[src/core/ccs_pkg.sv]
/*
  Constants, register map, field layout and state type for the PLL and
  backup clock control block.
  Assumes a 50 MHz core clock and a 9-bit word-addressed register port.
*/
package ccs_pkg;

  localparam int unsigned CLK_FREQ_HZ   = 50_000_000;
  localparam int unsigned CLK_PER_US    = CLK_FREQ_HZ / 1_000_000;

  // Register map (word offsets on the serial register port)
  localparam logic [8:0]  REG_PLL_CFG   = 9'h1C6;
  localparam logic [8:0]  REG_BAK_STAT  = 9'h1C7;

  // pll_configuration fields
  localparam int unsigned CFG_LOW_FREQ_BIT = 0;
  localparam int unsigned CFG_MOD_EN_BIT   = 1;
  localparam int unsigned CFG_RETURN_BIT   = 2;
  localparam logic        CFG_LOW_FREQ_RST = 1'b0;
  localparam logic        CFG_MOD_EN_RST   = 1'b1;

  // backup_clock_status: writable field
  localparam int unsigned STAT_DRV_DIS_BIT = 0;
  localparam logic        STAT_DRV_DIS_RST = 1'b0;

  // Timing, in the units printed, and the derived core clock counts
  localparam int unsigned LOCK_FILT_NS  = 10_000;
  localparam int unsigned LOCK_FILT_CYC = (LOCK_FILT_NS * CLK_PER_US + 999) / 1000;
  localparam int unsigned LOCK_MAX_NS   = 40_000;
  localparam int unsigned LOCK_MAX_CYC  = (LOCK_MAX_NS * CLK_PER_US) / 1000;
  localparam int unsigned REF_LOSS_NS   = 2_000;
  localparam int unsigned REF_LOSS_CYC  = (REF_LOSS_NS * CLK_PER_US) / 1000;
  localparam int unsigned MOD_FREQ_HZ   = 25_000;
  localparam int unsigned MOD_HALF_CYC  = CLK_FREQ_HZ / (2 * MOD_FREQ_HZ);

  // Modulation depth in units of 0.01 percent
  localparam int unsigned MOD_DEV_MAX   = 208;
  localparam int unsigned MOD_STEP_CYC  = MOD_HALF_CYC / (2 * MOD_DEV_MAX);

  // Clock synthesis ratios
  localparam logic [5:0]  PLL_MULT_HI   = 6'd48;
  localparam logic [5:0]  PLL_MULT_LO   = 6'd24;
  localparam logic [1:0]  SYS_POST_DIV  = 2'd2;

  // Frequency monitor, in backup oscillator cycles and system clock counts
  localparam int unsigned MON_GATE_BAK  = 6;
  localparam int unsigned MON_WIN_BAK   = 8;
  localparam logic [8:0]  LIM24_LO      = 9'd127;
  localparam logic [8:0]  LIM24_HI      = 9'd163;
  localparam logic [8:0]  LIM12_LO      = 9'd63;
  localparam logic [8:0]  LIM12_HI      = 9'd82;

  // Dead time between the two reference selects
  localparam int unsigned SW_GAP_CYC    = 4;

  typedef enum logic [1:0] {
    SW_EXT,
    SW_GAP_TO_BAK,
    SW_BAK,
    SW_GAP_TO_EXT
  } ccs_sw_state_t;

  // Read layout of backup_clock_status, bit 0 upward from the last member
  typedef struct packed {
    logic lock_timeout;
    logic freq_fault;
    logic pll_locked;
    logic missing;
    logic on_backup;
    logic drv_dis;
  } ccs_status_t;

endpackage

[src/core/ccs_clock_ctrl.sv]
/*
  PLL and backup clock control: frequency select, reference supervision,
  lock filter, frequency monitor, missing-clock flag, driver disable and
  spread-spectrum modulation, with its two registers on the serial port.
  Assumes the register port is driven by the serial slave on core_clk_in,
  and that the analog PLL, oscillator and clock pins are outside.
*/
`timescale 1ns/1ns
module ccs_clock_ctrl
  import ccs_pkg::*;
#(
  parameter int unsigned MON_DIV = 2
)(
  input  wire logic        core_clk_in,
  input  wire logic        rst_n_in,
  input  wire logic [8:0]  reg_addr_in,
  input  wire logic [15:0] reg_wdata_in,
  input  wire logic        reg_wr_in,
  input  wire logic        reg_rd_in,
  output logic      [15:0] reg_rdata_out,
  input  wire logic        ref_clk_pin_in,
  input  wire logic        bak_clk_in,
  input  wire logic        pll_lock_raw_in,
  input  wire logic        sys_clk_div_in,
  input  wire logic        sys_clk_in,
  input  wire logic        supply_ok_in,
  output logic             pll_run_out,
  output logic      [5:0]  pll_mult_out,
  output logic      [1:0]  sys_post_div_out,
  output logic             sel_ext_ref_out,
  output logic             sel_bak_ref_out,
  output logic             cram_clk_out,
  output logic             dram_clk_out,
  output logic             mod_en_out,
  output logic signed [9:0] mod_trim_out,
  output logic             missing_out,
  output logic             drv_off_n_out
);

  // Scaling shift only serves 2 or 4
  if (MON_DIV != 2 && MON_DIV != 4) begin : g_bad_mon_div
    $error("MON_DIV must be 2 or 4");
  end


  localparam logic [2:0] MON_SHIFT = (MON_DIV == 4) ? 3'd2 : 3'd1;

  function automatic logic in_window(input logic [8:0] cnt,
                                     input logic [8:0] lo,
                                     input logic [8:0] hi);
    in_window = (cnt >= lo) && (cnt <= hi);
  endfunction

  // Two-stage synchronisers; stage 1 feeds only stage 2
  logic [4:0] sync1_reg;
  logic [4:0] sync2_reg;
  logic       ref_s;
  logic       bak_s;
  logic       lock_s;
  logic       sdiv_s;
  logic       supply_s;

  always_ff @(posedge core_clk_in or negedge rst_n_in) begin
    if (!rst_n_in) begin
      sync1_reg <= 5'h00;
      sync2_reg <= 5'h00;
    end else begin
      sync1_reg <= {supply_ok_in, sys_clk_div_in, pll_lock_raw_in, bak_clk_in, ref_clk_pin_in};
      sync2_reg <= sync1_reg;
    end
  end

  assign {supply_s, sdiv_s, lock_s, bak_s, ref_s} = sync2_reg;

  // Edge detection on the synchronised copies
  logic ref_d_reg;
  logic bak_d_reg;
  logic sdiv_d_reg;
  logic ref_edge;
  logic bak_rise;
  logic sdiv_rise;

  always_ff @(posedge core_clk_in or negedge rst_n_in) begin
    if (!rst_n_in) begin
      ref_d_reg  <= 1'b0;
      bak_d_reg  <= 1'b0;
      sdiv_d_reg <= 1'b0;
    end else begin
      ref_d_reg  <= ref_s;
      bak_d_reg  <= bak_s;
      sdiv_d_reg <= sdiv_s;
    end
  end

  assign ref_edge  = ref_s ^ ref_d_reg;
  assign bak_rise  = bak_s & ~bak_d_reg;
  assign sdiv_rise = sdiv_s & ~sdiv_d_reg;

  // Control registers
  logic cfg_low_freq_reg;
  logic mod_en_reg;
  logic drv_dis_reg;
  logic go_ext;
  logic wr_cfg;
  logic wr_stat;

  assign wr_cfg  = reg_wr_in && (reg_addr_in == REG_PLL_CFG);
  assign wr_stat = reg_wr_in && (reg_addr_in == REG_BAK_STAT);

  always_ff @(posedge core_clk_in or negedge rst_n_in) begin
    if (!rst_n_in) begin
      cfg_low_freq_reg <= CFG_LOW_FREQ_RST;
      mod_en_reg       <= CFG_MOD_EN_RST;
    end else if (wr_cfg) begin
      cfg_low_freq_reg <= reg_wdata_in[CFG_LOW_FREQ_BIT];
      mod_en_reg       <= reg_wdata_in[CFG_MOD_EN_BIT];
    end
  end

  always_ff @(posedge core_clk_in or negedge rst_n_in) begin
    if (!rst_n_in) begin
      drv_dis_reg <= STAT_DRV_DIS_RST;
    end else if (wr_stat) begin
      drv_dis_reg <= reg_wdata_in[STAT_DRV_DIS_BIT];
    end
  end

  assign go_ext = wr_cfg && reg_wdata_in[CFG_RETURN_BIT];

  // supplies gate the PLL; reset reaches it only by clearing the supply synchroniser
  assign pll_run_out = supply_s;

  assign pll_mult_out     = cfg_low_freq_reg ? PLL_MULT_LO : PLL_MULT_HI;
  assign sys_post_div_out = SYS_POST_DIV;

  assign cram_clk_out = ~sys_clk_in;
  assign dram_clk_out = ~sys_clk_in;

  // Reference presence: no edge for REF_LOSS_CYC means unsuitable
  logic [7:0] ref_idle_reg;
  logic       ref_lost;

  always_ff @(posedge core_clk_in or negedge rst_n_in) begin
    if (!rst_n_in) begin
      ref_idle_reg <= 8'h00;
    end else if (ref_edge) begin
      ref_idle_reg <= 8'h00;
    end else if (ref_idle_reg != 8'(REF_LOSS_CYC)) begin
      ref_idle_reg <= ref_idle_reg + 8'h01;
    end
  end

  assign ref_lost = (ref_idle_reg == 8'(REF_LOSS_CYC));

  logic [9:0] lock_cnt_reg;
  logic       locked_reg;

  always_ff @(posedge core_clk_in or negedge rst_n_in) begin
    if (!rst_n_in) begin
      lock_cnt_reg <= 10'h000;
      locked_reg   <= 1'b0;
    end else if (!lock_s || !supply_s) begin
      lock_cnt_reg <= 10'h000;
      locked_reg   <= 1'b0;
    end else if (lock_cnt_reg == 10'(LOCK_FILT_CYC - 1)) begin
      locked_reg   <= 1'b1;
    end else begin
      lock_cnt_reg <= lock_cnt_reg + 10'h001;
    end
  end

  // Reference switch
  logic on_backup;
  logic sel_ext;
  logic go_backup;
  logic lock_tmo_reg;
  logic freq_fault_reg;

  // fall back on a bad reference
  assign go_backup = sel_ext && (ref_lost || lock_tmo_reg || freq_fault_reg);

  ccs_ref_switch u_switch (
    .core_clk_in   (core_clk_in),
    .rst_n_in      (rst_n_in),
    .go_backup_in  (go_backup),
    .go_ext_in     (go_ext),
    .sel_ext_out   (sel_ext),
    .sel_bak_out   (sel_bak_ref_out),
    .on_backup_out (on_backup)
  );

  assign sel_ext_ref_out = sel_ext;

  logic [11:0] lock_wait_reg;
  logic        sel_ext_d_reg;
  logic        restart;

  always_ff @(posedge core_clk_in or negedge rst_n_in) begin
    if (!rst_n_in) begin
      sel_ext_d_reg <= 1'b0;
    end else begin
      sel_ext_d_reg <= sel_ext;
    end
  end

  assign restart = sel_ext & ~sel_ext_d_reg;

  always_ff @(posedge core_clk_in or negedge rst_n_in) begin
    if (!rst_n_in) begin
      lock_wait_reg <= 12'h000;
      lock_tmo_reg  <= 1'b0;
    end else if (restart || locked_reg || !supply_s) begin
      lock_wait_reg <= 12'h000;
      lock_tmo_reg  <= 1'b0;
    end else if (lock_wait_reg == 12'(LOCK_MAX_CYC - 1)) begin
      lock_tmo_reg  <= 1'b1;
    end else begin
      lock_wait_reg <= lock_wait_reg + 12'h001;
    end
  end

  // Frequency monitor; a stopped backup oscillator freezes the verdict
  logic [2:0] win_reg;
  logic [7:0] sys_cnt_reg;
  logic [8:0] sys_scaled;
  logic       in_range;

  assign sys_scaled = {1'b0, sys_cnt_reg} << MON_SHIFT;

  assign in_range = cfg_low_freq_reg ? in_window(sys_scaled, LIM12_LO, LIM12_HI)
                                     : in_window(sys_scaled, LIM24_LO, LIM24_HI);

  always_ff @(posedge core_clk_in or negedge rst_n_in) begin
    if (!rst_n_in) begin
      win_reg <= 3'h0;
    end else if (bak_rise) begin
      win_reg <= (win_reg == 3'(MON_WIN_BAK - 1)) ? 3'h0 : win_reg + 3'h1;
    end
  end

  always_ff @(posedge core_clk_in or negedge rst_n_in) begin
    if (!rst_n_in) begin
      sys_cnt_reg <= 8'h00;
    end else if (bak_rise && win_reg == 3'(MON_WIN_BAK - 1)) begin
      sys_cnt_reg <= 8'h00;
    end else if (sdiv_rise && win_reg < 3'(MON_GATE_BAK) && sys_cnt_reg != 8'hFF) begin
      sys_cnt_reg <= sys_cnt_reg + 8'h01;
    end
  end

  always_ff @(posedge core_clk_in or negedge rst_n_in) begin
    if (!rst_n_in) begin
      freq_fault_reg <= 1'b0;
    end else if (!locked_reg) begin
      freq_fault_reg <= 1'b0;
    end else if (bak_rise && win_reg == 3'(MON_WIN_BAK - 1)) begin
      freq_fault_reg <= ~in_range;
    end
  end

  logic missing_reg;

  always_ff @(posedge core_clk_in or negedge rst_n_in) begin
    if (!rst_n_in) begin
      missing_reg <= 1'b1;
    end else begin
      missing_reg <= ~locked_reg | freq_fault_reg;
    end
  end

  assign missing_out = missing_reg;

  assign drv_off_n_out = ~(missing_reg & drv_dis_reg);

  // triangle within 2.08 percent, one period every 1664 core clock cycles
  logic [1:0]        step_reg;
  logic              dir_up_reg;
  logic signed [9:0] trim_reg;

  always_ff @(posedge core_clk_in or negedge rst_n_in) begin
    if (!rst_n_in) begin
      step_reg   <= 2'h0;
      dir_up_reg <= 1'b1;
      trim_reg   <= 10'sh000;
    end else if (!mod_en_reg) begin
      step_reg   <= 2'h0;
      dir_up_reg <= 1'b1;
      trim_reg   <= 10'sh000;
    end else if (step_reg != 2'(MOD_STEP_CYC - 1)) begin
      step_reg <= step_reg + 2'h1;
    end else begin
      step_reg <= 2'h0;
      if (dir_up_reg) begin
        trim_reg   <= trim_reg + 10'sh001;
        dir_up_reg <= (trim_reg != 10'(MOD_DEV_MAX - 1));
      end else begin
        trim_reg   <= trim_reg - 10'sh001;
        dir_up_reg <= (trim_reg == -10'(MOD_DEV_MAX - 1));
      end
    end
  end

  assign mod_en_out   = mod_en_reg;
  assign mod_trim_out = trim_reg;

  // Register read, one cycle after the strobe
  ccs_status_t status;
  logic [15:0] rdata_reg;

  always_comb begin
    status.lock_timeout = lock_tmo_reg;
    status.freq_fault   = freq_fault_reg;
    status.pll_locked   = locked_reg;
    status.missing      = missing_reg;
    status.on_backup    = on_backup;
    status.drv_dis      = drv_dis_reg;
  end

  always_ff @(posedge core_clk_in or negedge rst_n_in) begin
    if (!rst_n_in) begin
      rdata_reg <= 16'h0000;
    end else if (reg_rd_in) begin
      if (reg_addr_in == REG_PLL_CFG) begin
        rdata_reg <= {14'h0000, mod_en_reg, cfg_low_freq_reg};
      end else if (reg_addr_in == REG_BAK_STAT) begin
        rdata_reg <= {10'h000, status};
      end else begin
        rdata_reg <= 16'h0000;
      end
    end
  end

  assign reg_rdata_out = rdata_reg;

endmodule

[src/core/ccs_ref_switch.sv]
/*
  Reference source switch: external clock pin or backup oscillator,
  with a break-before-make gap so the PLL input never sees a runt pulse.
  Assumes requests come from logic on the core clock.
*/
`timescale 1ns/1ns
module ccs_ref_switch
  import ccs_pkg::*;
(
  input  wire logic core_clk_in,
  input  wire logic rst_n_in,
  input  wire logic go_backup_in,
  input  wire logic go_ext_in,
  output logic      sel_ext_out,
  output logic      sel_bak_out,
  output logic      on_backup_out
);

  ccs_sw_state_t state_reg;
  ccs_sw_state_t state_next;
  logic [2:0]    gap_reg;
  logic          sel_ext_reg;
  logic          sel_bak_reg;

  localparam logic [2:0] GAP_LAST = 3'(SW_GAP_CYC - 1);

  always_comb begin
    state_next = state_reg;
    unique case (state_reg)
      SW_EXT:        if (go_backup_in) state_next = SW_GAP_TO_BAK;
      SW_GAP_TO_BAK: if (gap_reg == GAP_LAST) state_next = SW_BAK;
      SW_BAK:        if (go_ext_in) state_next = SW_GAP_TO_EXT;
      SW_GAP_TO_EXT: if (gap_reg == GAP_LAST) state_next = SW_EXT;
    endcase
  end

  always_ff @(posedge core_clk_in or negedge rst_n_in) begin
    if (!rst_n_in) begin
      state_reg <= SW_EXT;
    end else begin
      state_reg <= state_next;
    end
  end

  always_ff @(posedge core_clk_in or negedge rst_n_in) begin
    if (!rst_n_in) begin
      gap_reg <= 3'h0;
    end else if (state_next != state_reg) begin
      gap_reg <= 3'h0;
    end else begin
      gap_reg <= gap_reg + 3'h1;
    end
  end

  always_ff @(posedge core_clk_in or negedge rst_n_in) begin
    if (!rst_n_in) begin
      sel_ext_reg <= 1'b1;
      sel_bak_reg <= 1'b0;
    end else begin
      sel_ext_reg <= (state_next == SW_EXT);
      sel_bak_reg <= (state_next == SW_BAK);
    end
  end

  assign sel_ext_out   = sel_ext_reg;
  assign sel_bak_out   = sel_bak_reg;
  assign on_backup_out = (state_reg != SW_EXT);

endmodule

[config.mk]
export PLATFORM = sky130hd
export DESIGN_NAME = ccs_clock_ctrl
export DESIGN_NICKNAME = d
export VERILOG_FILES = /design/src/core/ccs_pkg.sv /design/src/core/ccs_clock_ctrl.sv /design/src/core/ccs_ref_switch.sv
export SDC_FILE = /design/constraint.sdc
export NUM_CORES = 1
export LEC_CHECK = 0
export BUFFER_PORTS_ARGS = -buffer_cell sky130_fd_sc_hd__buf_2
export CORE_MARGIN = 2
export CORE_UTILIZATION = 40
export CTS_CLUSTER_DIAMETER = 120
export DETAILED_ROUTE_END_ITERATION = 8
export GPL_TIMING_DRIVEN = 0
export PLACE_DENSITY = 0.61
export SETUP_SLACK_MARGIN = 0.15
export SYNTH_ARGS = -nofsm -noshare
export SYNTH_HDL_FRONTEND = slang
export SYNTH_SLANG_ARGS = --single-unit
[constraint.sdc]
create_clock -name core_clk_in -period 4.52 [get_ports core_clk_in]
set_input_delay 0.904 -clock core_clk_in [delete_from_list [all_inputs] [get_ports core_clk_in]]
set_output_delay 0.904 -clock core_clk_in [all_outputs]
set_load 0.01 [all_outputs]
# Word-level counts from Yosys, hierarchy flattened
# Index checks and enable logic that the tools add are counted.
[op_classes]
add_sub_neg = 9
order_cmp = 5
n_eq_ne = 21
n_mux = 33
bitwise = 13
reduce_logical = 23
[ops]
columns = ["operator", "n"]
rows = [
  ["10-bit 2-to-1 mux", 5],
  ["8-bit 2-to-1 mux", 4],
  ["12-bit 2-to-1 mux", 2],
  ["9-bit == test, second input constant", 2],
  ["6-bit 2-to-1 mux", 3],
  ["8-bit by 1-bit adder with 8-bit output, second input constant", 2],
  ["12-bit by 1-bit adder with 12-bit output, second input constant", 1],
  ["12-bit by 11-bit == test with 1-bit output, second input constant", 1],
  ["2-bit 2-to-1 mux", 6],
  ["10-bit by 1-bit adder with 10-bit output, second input constant", 1],
  ["10-bit by 2-bit adder with 10-bit output, second input constant", 1],
  ["10-bit == test, second input constant", 1],
  ["10-bit by 9-bit == test with 1-bit output, second input constant", 1],
  ["1-bit 2-to-1 mux", 10],
  ["10-bit by 8-bit inequality test with 1-bit output, second input constant", 1],
  ["2-bit nonzero test", 5],
  ["10-bit by 2-bit subtractor with 10-bit output, second input constant", 1],
  ["9-bit by 6-bit >= comparator with 1-bit output, second input constant", 1],
  ["9-bit by 7-bit >= comparator with 1-bit output, second input constant", 1],
  ["9-bit by 7-bit <= comparator with 1-bit output, second input constant", 1],
  ["9-bit by 8-bit <= comparator with 1-bit output, second input constant", 1],
  ["1-bit logical AND", 9],
  ["8-bit by 7-bit == test with 1-bit output, second input constant", 1],
  ["8-bit by 7-bit inequality test with 1-bit output, second input constant", 1],
  ["20 further kinds", 42],
]
[totals]
ff_bits = 98
in_bits = 35
out_inout_bits = 42
word_cells = 130

# Depth between registers and ports, before layout
# Gate-level depths: netlist of run 1.
[depth]
ltp_word = 8
ltp_mapped = 8
mapped_depth_nobuf = 7

# By module
# Synthesis of run 1 repeated with hierarchy kept, for this count alone.
[hier_totals]
cells_unflattened = 446
area_unflattened_um2 = 4563.1
[by_module_without_submodules]
columns = ["module", "n_inst", "cells_each", "area_per_inst_um2", "seq_area_each_um2"]
rows = [
  ["ccs_clock_ctrl", 1, 419, 4224.1, 2030.7],
  ["ccs_ref_switch", 1, 27, 339.1, 176.4],
]

# Worst setup path before layout of run 1
# Ideal clock, no wire load.
[synth_path]
kind = "input-to-reg"
startpoint = "input port reg_addr_in[5]"
endpoint = "register u_switch.sel_bak_reg, in the netlist u_switch.sel_bak_out"
setup_ns = 0.119
t_arrival_ns = 2.003
required_time_ns = 4.401
slack_ns = 2.398
path_stages = 5
n_path_buf = 0
cell_sequence = "or2_2 -> nor4_4 -> nand2_1 -> a31o_2 -> and2_1"
[synth_between]
elab_chain_cells = 6
[synth_lines]
columns = ["element", "line_no", "source"]
rows = [
  ["start: declaration", "ccs_clock_ctrl.sv:16", "input wire logic [8:0] reg_addr_in,"],
  ["9-bit == test", "ccs_clock_ctrl.sv:107", "assign wr_cfg = reg_wr_in && (reg_addr_in == REG_PLL_CFG);"],
  ["1-bit logical AND", "ccs_clock_ctrl.sv:107", ""],
  ["1-bit logical AND", "ccs_clock_ctrl.sv:128", "assign go_ext = wr_cfg && reg_wdata_in[CFG_RETURN_BIT];"],
  ["2-bit 2-to-1 mux", "ccs_ref_switch.sv:32", "SW_BAK: if (go_ext_in) state_next = SW_GAP_TO_EXT;"],
  ["2-bit one-hot mux with 4 select lines", "ccs_ref_switch.sv:29", "unique case (state_reg)"],
  ["2-bit == test", "ccs_ref_switch.sv:61", "sel_bak_reg <= (state_next == SW_BAK);"],
  ["end signal: assignment", "ccs_ref_switch.sv:61", ""],
  ["end: declaration", "ccs_ref_switch.sv:23", "logic sel_bak_reg;"],
]
# No other way between the ends.
# A chain may end at the register's enable or synchronous reset.

# Worst setup path after layout of run 1
[layout_path]
startpoint = "register dir_up_reg"
endpoint = "register trim_reg[8], in the netlist mod_trim_out[8]"
[layout_between]
elab_chain_cells = 3
[layout_lines]
columns = ["element", "line_no", "source"]
rows = [
  ["start: declaration", "ccs_clock_ctrl.sv:277", "logic dir_up_reg;"],
  ["start signal: assignment", "ccs_clock_ctrl.sv:295", "dir_up_reg <= (trim_reg != 10'(MOD_DEV_MAX - 1));"],
  ["start signal: assignment", "ccs_clock_ctrl.sv:298", "dir_up_reg <= (trim_reg == -10'(MOD_DEV_MAX - 1));"],
  ["10-bit 2-to-1 mux", "ccs_clock_ctrl.sv:293", "if (dir_up_reg) begin"],
  ["10-bit 2-to-1 mux", "ccs_clock_ctrl.sv:289", "end else if (step_reg != 2'(MOD_STEP_CYC - 1)) begin"],
  ["10-bit 2-to-1 mux", "ccs_clock_ctrl.sv:285", "end else if (!mod_en_reg) begin"],
  ["end signal: assignment", "ccs_clock_ctrl.sv:294", "trim_reg <= trim_reg + 10'sh001;"],
  ["end signal: assignment", "ccs_clock_ctrl.sv:297", "trim_reg <= trim_reg - 10'sh001;"],
  ["end: declaration", "ccs_clock_ctrl.sv:278", "logic signed [9:0] trim_reg;"],
]
# No other way between the ends. The select of a mux whose other input is x is not followed.

==> flow_summary.ini, run 1 <==
[outcome]
outcome = completed

[yosys]
ys_ff_latch = 88
ys_seq_area_share_pct = 48.8
synth_most_common_cell = dfrtp_1
netlist_area_um2 = 4530
ys_warn_count = 0
async_flop_share_pct = 100
ys.flop_type = dfrtp_1
synth-edff-count = 0
syn_inst = 459
synth_top_cell_by_area = dfrtp_1
synthTopCellsByArea = dfrtp_1, ha_1, nor2_1
avgSynthCellArea_um2 = 9.86
ys_types = 59
yosysTopAreaCellShare_pct = 46.4
netlist_top_cells_count = dfrtp_1, nor2_1, nand2_1, nand3_1, inv_1

[floorplanning]
io_pins = 77
rows = 38
initial_core_util_pct = 41.4
die_w_um = 110
core_um2 = 10900
dieHeight_um = 110
dieArea_um2 = 12200

[setup_path]
crit_fanout = 11
slowest_stage = dfstp_2
crit_chain = inv_1 -> ha_1 -> o21ai_0 -> a21oi_1 -> o2111ai_1 -> a2111oi_0 -> a311o_1
worstPathRequired_ns = 4.79
max_stage_delay_ns = 0.58
critPathTopFamily = compound AO/OA/AOI/OAI gates
critical_path_class = flop to flop
cp_num_buf_inv = 1
arrival_ns = 2.78
critPathLaunchType = flop
cp-end-kind = flop

[pwr]
ir_worst_vdd_v = 0.000230
leakage_nw = 2.45
power_density_nw_per_um2 = 376

[timing]
slew_headroom_pct = 51.8
period_share_pct = 55.4
hold_violations = 0
rsz0062_at_grt = false
fin_tns_setup_ns = 0
slew_viol_final = 0
skew_ns = 0.00590
worst_pin_slew_ns = 0.717
finalWorstSetupSlack_ns = 2.02
setup_viol = 0
fmaxAchievable_mhz = 399
post-route-min-period_ns = 2.50

[grt]
grt_pass1_wl_um = 15500
grt.total_usage_pct = 16.6
gr-total-overflow = 0
grt_pass1_vias = 3244
antenna_found_initial = 0
grt_max_degree = 67

[final_layout]
largest_register_ff_count = 12
drive_above_1_share_pct = 19.2
diodes = 0
synthToLayoutAreaGrowth_pct = 17.5
finalNetCount = 587

[drt]
dr.max_layer_used = met4
drt_iter0_drc = 320
wl_met2_um = 4210
vias_per_cell = 5.08
drc = 0
wirelength_um = 9220
dr_wl_met3_um = 416
antenna_left = 0
dr.pass1.iters = 4
post_drt_wl_per_cell_um = 13.6
vias = 3439
wl_met1_um = 4440

[clock_tree]
clk_latency_ns = 0.34
ctsResizeCount = 0
clk_pin_slew_ns = 0.06
cts_tree = done
htree_levels = 3
ctsLongestPathBuffers = 2
postCtsSetupBuffers = 0
cts-hold-fix-buffers = 0
numCtsBuffers = 9
root_buffer = clkbuf_16
cts.sink_count = 88

[place]
io_buffers = 47
place_ws_ns = 2.01
gp_congestion = 0.871
hpwl_um = 6670

[job]
cap_viol_max_count = 0

[min_path]
hp-class = flop to flop
[stage by stage]
stage / area (um^2) / hold WS (ns) / cells / power (mW) / util (%)
CTS: 5320 / 0.350 / 677 / 2.03 / 48.6
floorplan: 4580 / 0.331 / 473 / 1.17 / -
global placement: 4990 / 0.333 / 660 / 1.25 / 45.6
global route: 5320 / 0.355 / 677 / 2.13 / 48.6
finish: 5320 / 0.350 / 677 / 2.00 / 48.6
detailed placement: 5020 / 0.336 / 661 / 1.27 / 45.9
[layout by cell type (no fill, tap or decap), types with 8 or more instances in the layout]
cell type | Yosys | routed
o21ai_0 | 16 | 16
clkbuf_16 | 0 | 9
clkbuf_1 | 7 | 9
buf_4 | 18 | 19
dfrtp_1 | 84 | 84
conb_1 | 2 | 16
nor2_1 | 54 | 54
nand3_1 | 27 | 27
xor2_1 | 16 | 16
inv_1 | 22 | 22
nand2b_1 | 11 | 11
buf_2 | 2 | 48
xnor2_1 | 11 | 11
nand4_1 | 11 | 11
nor3_1 | 14 | 14
nand2_1 | 32 | 32
and3_1 | 8 | 8
a21oi_1 | 19 | 19
ha_1 | 19 | 19
[kinds of logic (layout without fill, tap and decap cells)]
group,Yosys count,after routing,synth area share (%)
xor+xnor,27,27,5.23
other cells,2,16,0.166
mux,9,9,2.13
simple gates,194,194,22.5
buf+inv,52,116,6.05
fa+ha+maj,20,20,5.70
compound gates,67,67,9.46
flops,88,88,48.8
[layout make-up]
class	count	area (um^2)
well taps	140	175
repair buffers	48	265
clock inverters	4	52.6
multi-input cells	333	2100
plain buffers	30	191
flip-flops and latches	88	2210
fillers	1047	5620
inverters	22	82.6
clock buffers	12	246
[per-layer routing]
layer / vias to the layer above / track usage [%]
met5: - / 0
met4: 0 / 5.98
met3: 10 / 4.12
met2: 71 / 25.6
met1: 1633 / 22.7
li1: 1725 / -
[worst paths after layout]
path                                   startpoint                       endpoint  slack [ns]  depth (start not counted)
setup / recovery           dir_up_reg$_DFFE_PN1P_    mod_trim_out[8]$_DFFE_PN0P_        2.02                          7
hold reg to reg            sync1_reg[2]$_DFF_PN0_         sync2_reg[2]$_DFF_PN0_        0.35                          0
max in group asynchronous                rst_n_in         mod_en_out$_DFFE_PN1N_        3.40                          2
hold / removal             sync1_reg[2]$_DFF_PN0_         sync2_reg[2]$_DFF_PN0_        0.35                          0
min in group asynchronous                rst_n_in  lock_wait_reg[11]$_DFFE_PN0P_        0.45                          1
setup reg to reg           dir_up_reg$_DFFE_PN1P_    mod_trim_out[8]$_DFFE_PN0P_        2.02                          7
[power breakdown]
part           total [mW]  switching, mW  internal [mW]
logic               0.293          0.156          0.137
clock network       0.754          0.308          0.446
registers           0.955         0.0785          0.876
Power figures use the tool's default switching activity.
==> run 2: changes to the inputs <==
clock period = 2.5 ns   (was 4.52 ns; I/O delays follow)
==> run 2 against run 1 <==
  * Critical path depth is 1 higher
  * Sequential power up 81%
  * Utilization is 2.1 points higher
  * Power is 81% higher
  * Final cell count up 1.0%
  * Non-clock buffer count increased by 7
  * Die area is the same
  * Register-to-register slack worse by 1.8 ns
  * Maximum frequency increased by 10%
  * Worst setup slack lost 1.8 ns
==> flow_summary.ini, run 2 (synthesized netlist as in run 1, its figures left out) <==
[place]
gp_congestion = 0.871
place_ws_ns = 0.105
dp.cells = 661
io_buffers = 47
hpwl_um = 6670

[clock_tree]
cts_tree = done
cts-hold-fix-buffers = 0
ctsLongestPathBuffers = 2
htree_levels = 3
cts.sink_count = 88
clk_pin_slew_ns = 0.06
numCtsBuffers = 9
clk_latency_ns = 0.34
root_buffer = clkbuf_16

[grt]
grt.total_usage_pct = 16.7
grt_max_degree = 67
grt_pass1_vias = 3266
grt_pass1_wl_um = 15600
antenna_found_initial = 0
gr-total-overflow = 0

[drt]
post_drt_wl_per_cell_um = 14.1
dr.pass1.iters = 4
drt_iter0_drc = 300
wirelength_um = 9620
vias = 3487
vias_per_cell = 5.10
antenna_left = 0
drc = 0

[timing]
skew_ns = 0.00585
period_share_pct = 90.8
fmaxAchievable_mhz = 440
post-route-min-period_ns = 2.27
finalWorstSetupSlack_ns = 0.230
slew_headroom_pct = 51.9
worst_pin_slew_ns = 0.716
setup_viol = 0
rsz0062_at_grt = true
fin_tns_setup_ns = 0
hold_violations = 0
slew_viol_final = 0

[final_layout]
drive_above_1_share_pct = 23.2
layout_common_cells = dfrtp_1, nor2_1, buf_2
final_common_cell = dfrtp_1
final_cell_count_no_fill = 684
diodes = 0
synthToLayoutAreaGrowth_pct = 22.5
finalNetCount = 594
final_util_pct = 50.7
largest_register_ff_count = 12

[floorplanning]
dieHeight_um = 110
core_um2 = 10900
initial_core_util_pct = 41.4
die_w_um = 110
io_pins = 77
dieArea_um2 = 12200
rows = 38

[job]
cap_viol_max_count = 0

[setup_path]
cp-end-kind = flop
critical_path_class = flop to flop
arrival_ns = 2.49
worstPathRequired_ns = 2.72
crit_fanout = 5
critPathLaunchType = flop

[outcome]
outcome = completed

[pwr]
total_power_mw = 3.62
ir_worst_vdd_v = 0.000415
power_density_nw_per_um2 = 652
leakage_nw = 2.47

[min_path]
hp-class = input pin to async pin
## run 2: changes by cell type in the layout (fill, tap and decap cells not counted), sizes merged
cell / change
clkinvlp: +1
buf: +8
clkbuf: -1
inv: -1
## run 2: worst max-delay path: stages (launching register included)
cell,delay [ns]
dfstp_2,0.59
clkinvlp_4,0.13
buf_12,0.16
ha_4,0.29
nand2b_4,0.07
a21oi_4,0.18
o2111ai_2,0.20
and3_1,0.20
a311o_1,0.32
## run 2: report_power, final
group          switching (mW)  internal, mW
sequential              0.142          1.58
clock                   0.555         0.806
combinational           0.282         0.248
## run 2: worst paths after layout
kind	startpoint	end	slack [ns]	cells after the start
setup / recovery	dir_up_reg$_DFFE_PN1P_	mod_trim_out[8]$_DFFE_PN0P_	0.23	8
hold / removal	rst_n_in	lock_wait_reg[11]$_DFFE_PN0P_	0.05	1
setup reg to reg	dir_up_reg$_DFFE_PN1P_	mod_trim_out[8]$_DFFE_PN0P_	0.23	8
hold reg to reg	sync1_reg[2]$_DFF_PN0_	sync2_reg[2]$_DFF_PN0_	0.35	0
max in group asynchronous	rst_n_in	mod_en_out$_DFFE_PN1N_	1.78	2
min in group core_clk_in	supply_ok_in	sync1_reg[4]$_DFF_PN0_	0.26	1
## run 2: cell type report
class | instances | area, um^2
fillers | 1015 | 5390
multi-input cells | 333 | 2240
flip-flops and latches | 88 | 2210
repair buffers | 55 | 334
clock buffers | 12 | 246
plain buffers | 30 | 198
well taps | 140 | 175
inverters | 22 | 86.3
clock inverters | 4 | 52.6
## run 2: what timing repair did
action	CTS	global route
setup buffers	0	7
gates resized for setup	4	27
pin swaps	0	8
endpoints found under the setup margin	2	4
## run 2: per-stage QoR
stage / hold slack (ns) / area (um^2)
after floorplan: 0.204 / 4580
after global placement: 0.333 / 4990
final: 0.0479 / 5540
after detailed placement: 0.336 / 5020
after global routing: 0.0657 / 5540
after CTS: 0.0514 / 5330
## run 2: layer usage
metal | global-route usage [%] | part of all wire, % | vias to the layer above
met5 | 0 | 0 | -
met4 | 6.25 | 1.4 | 0
met3 | 4.17 | 4.8 | 8
met2 | 25.8 | 46 | 79
met1 | 22.7 | 47 | 1670
li1 | - | - | 1730
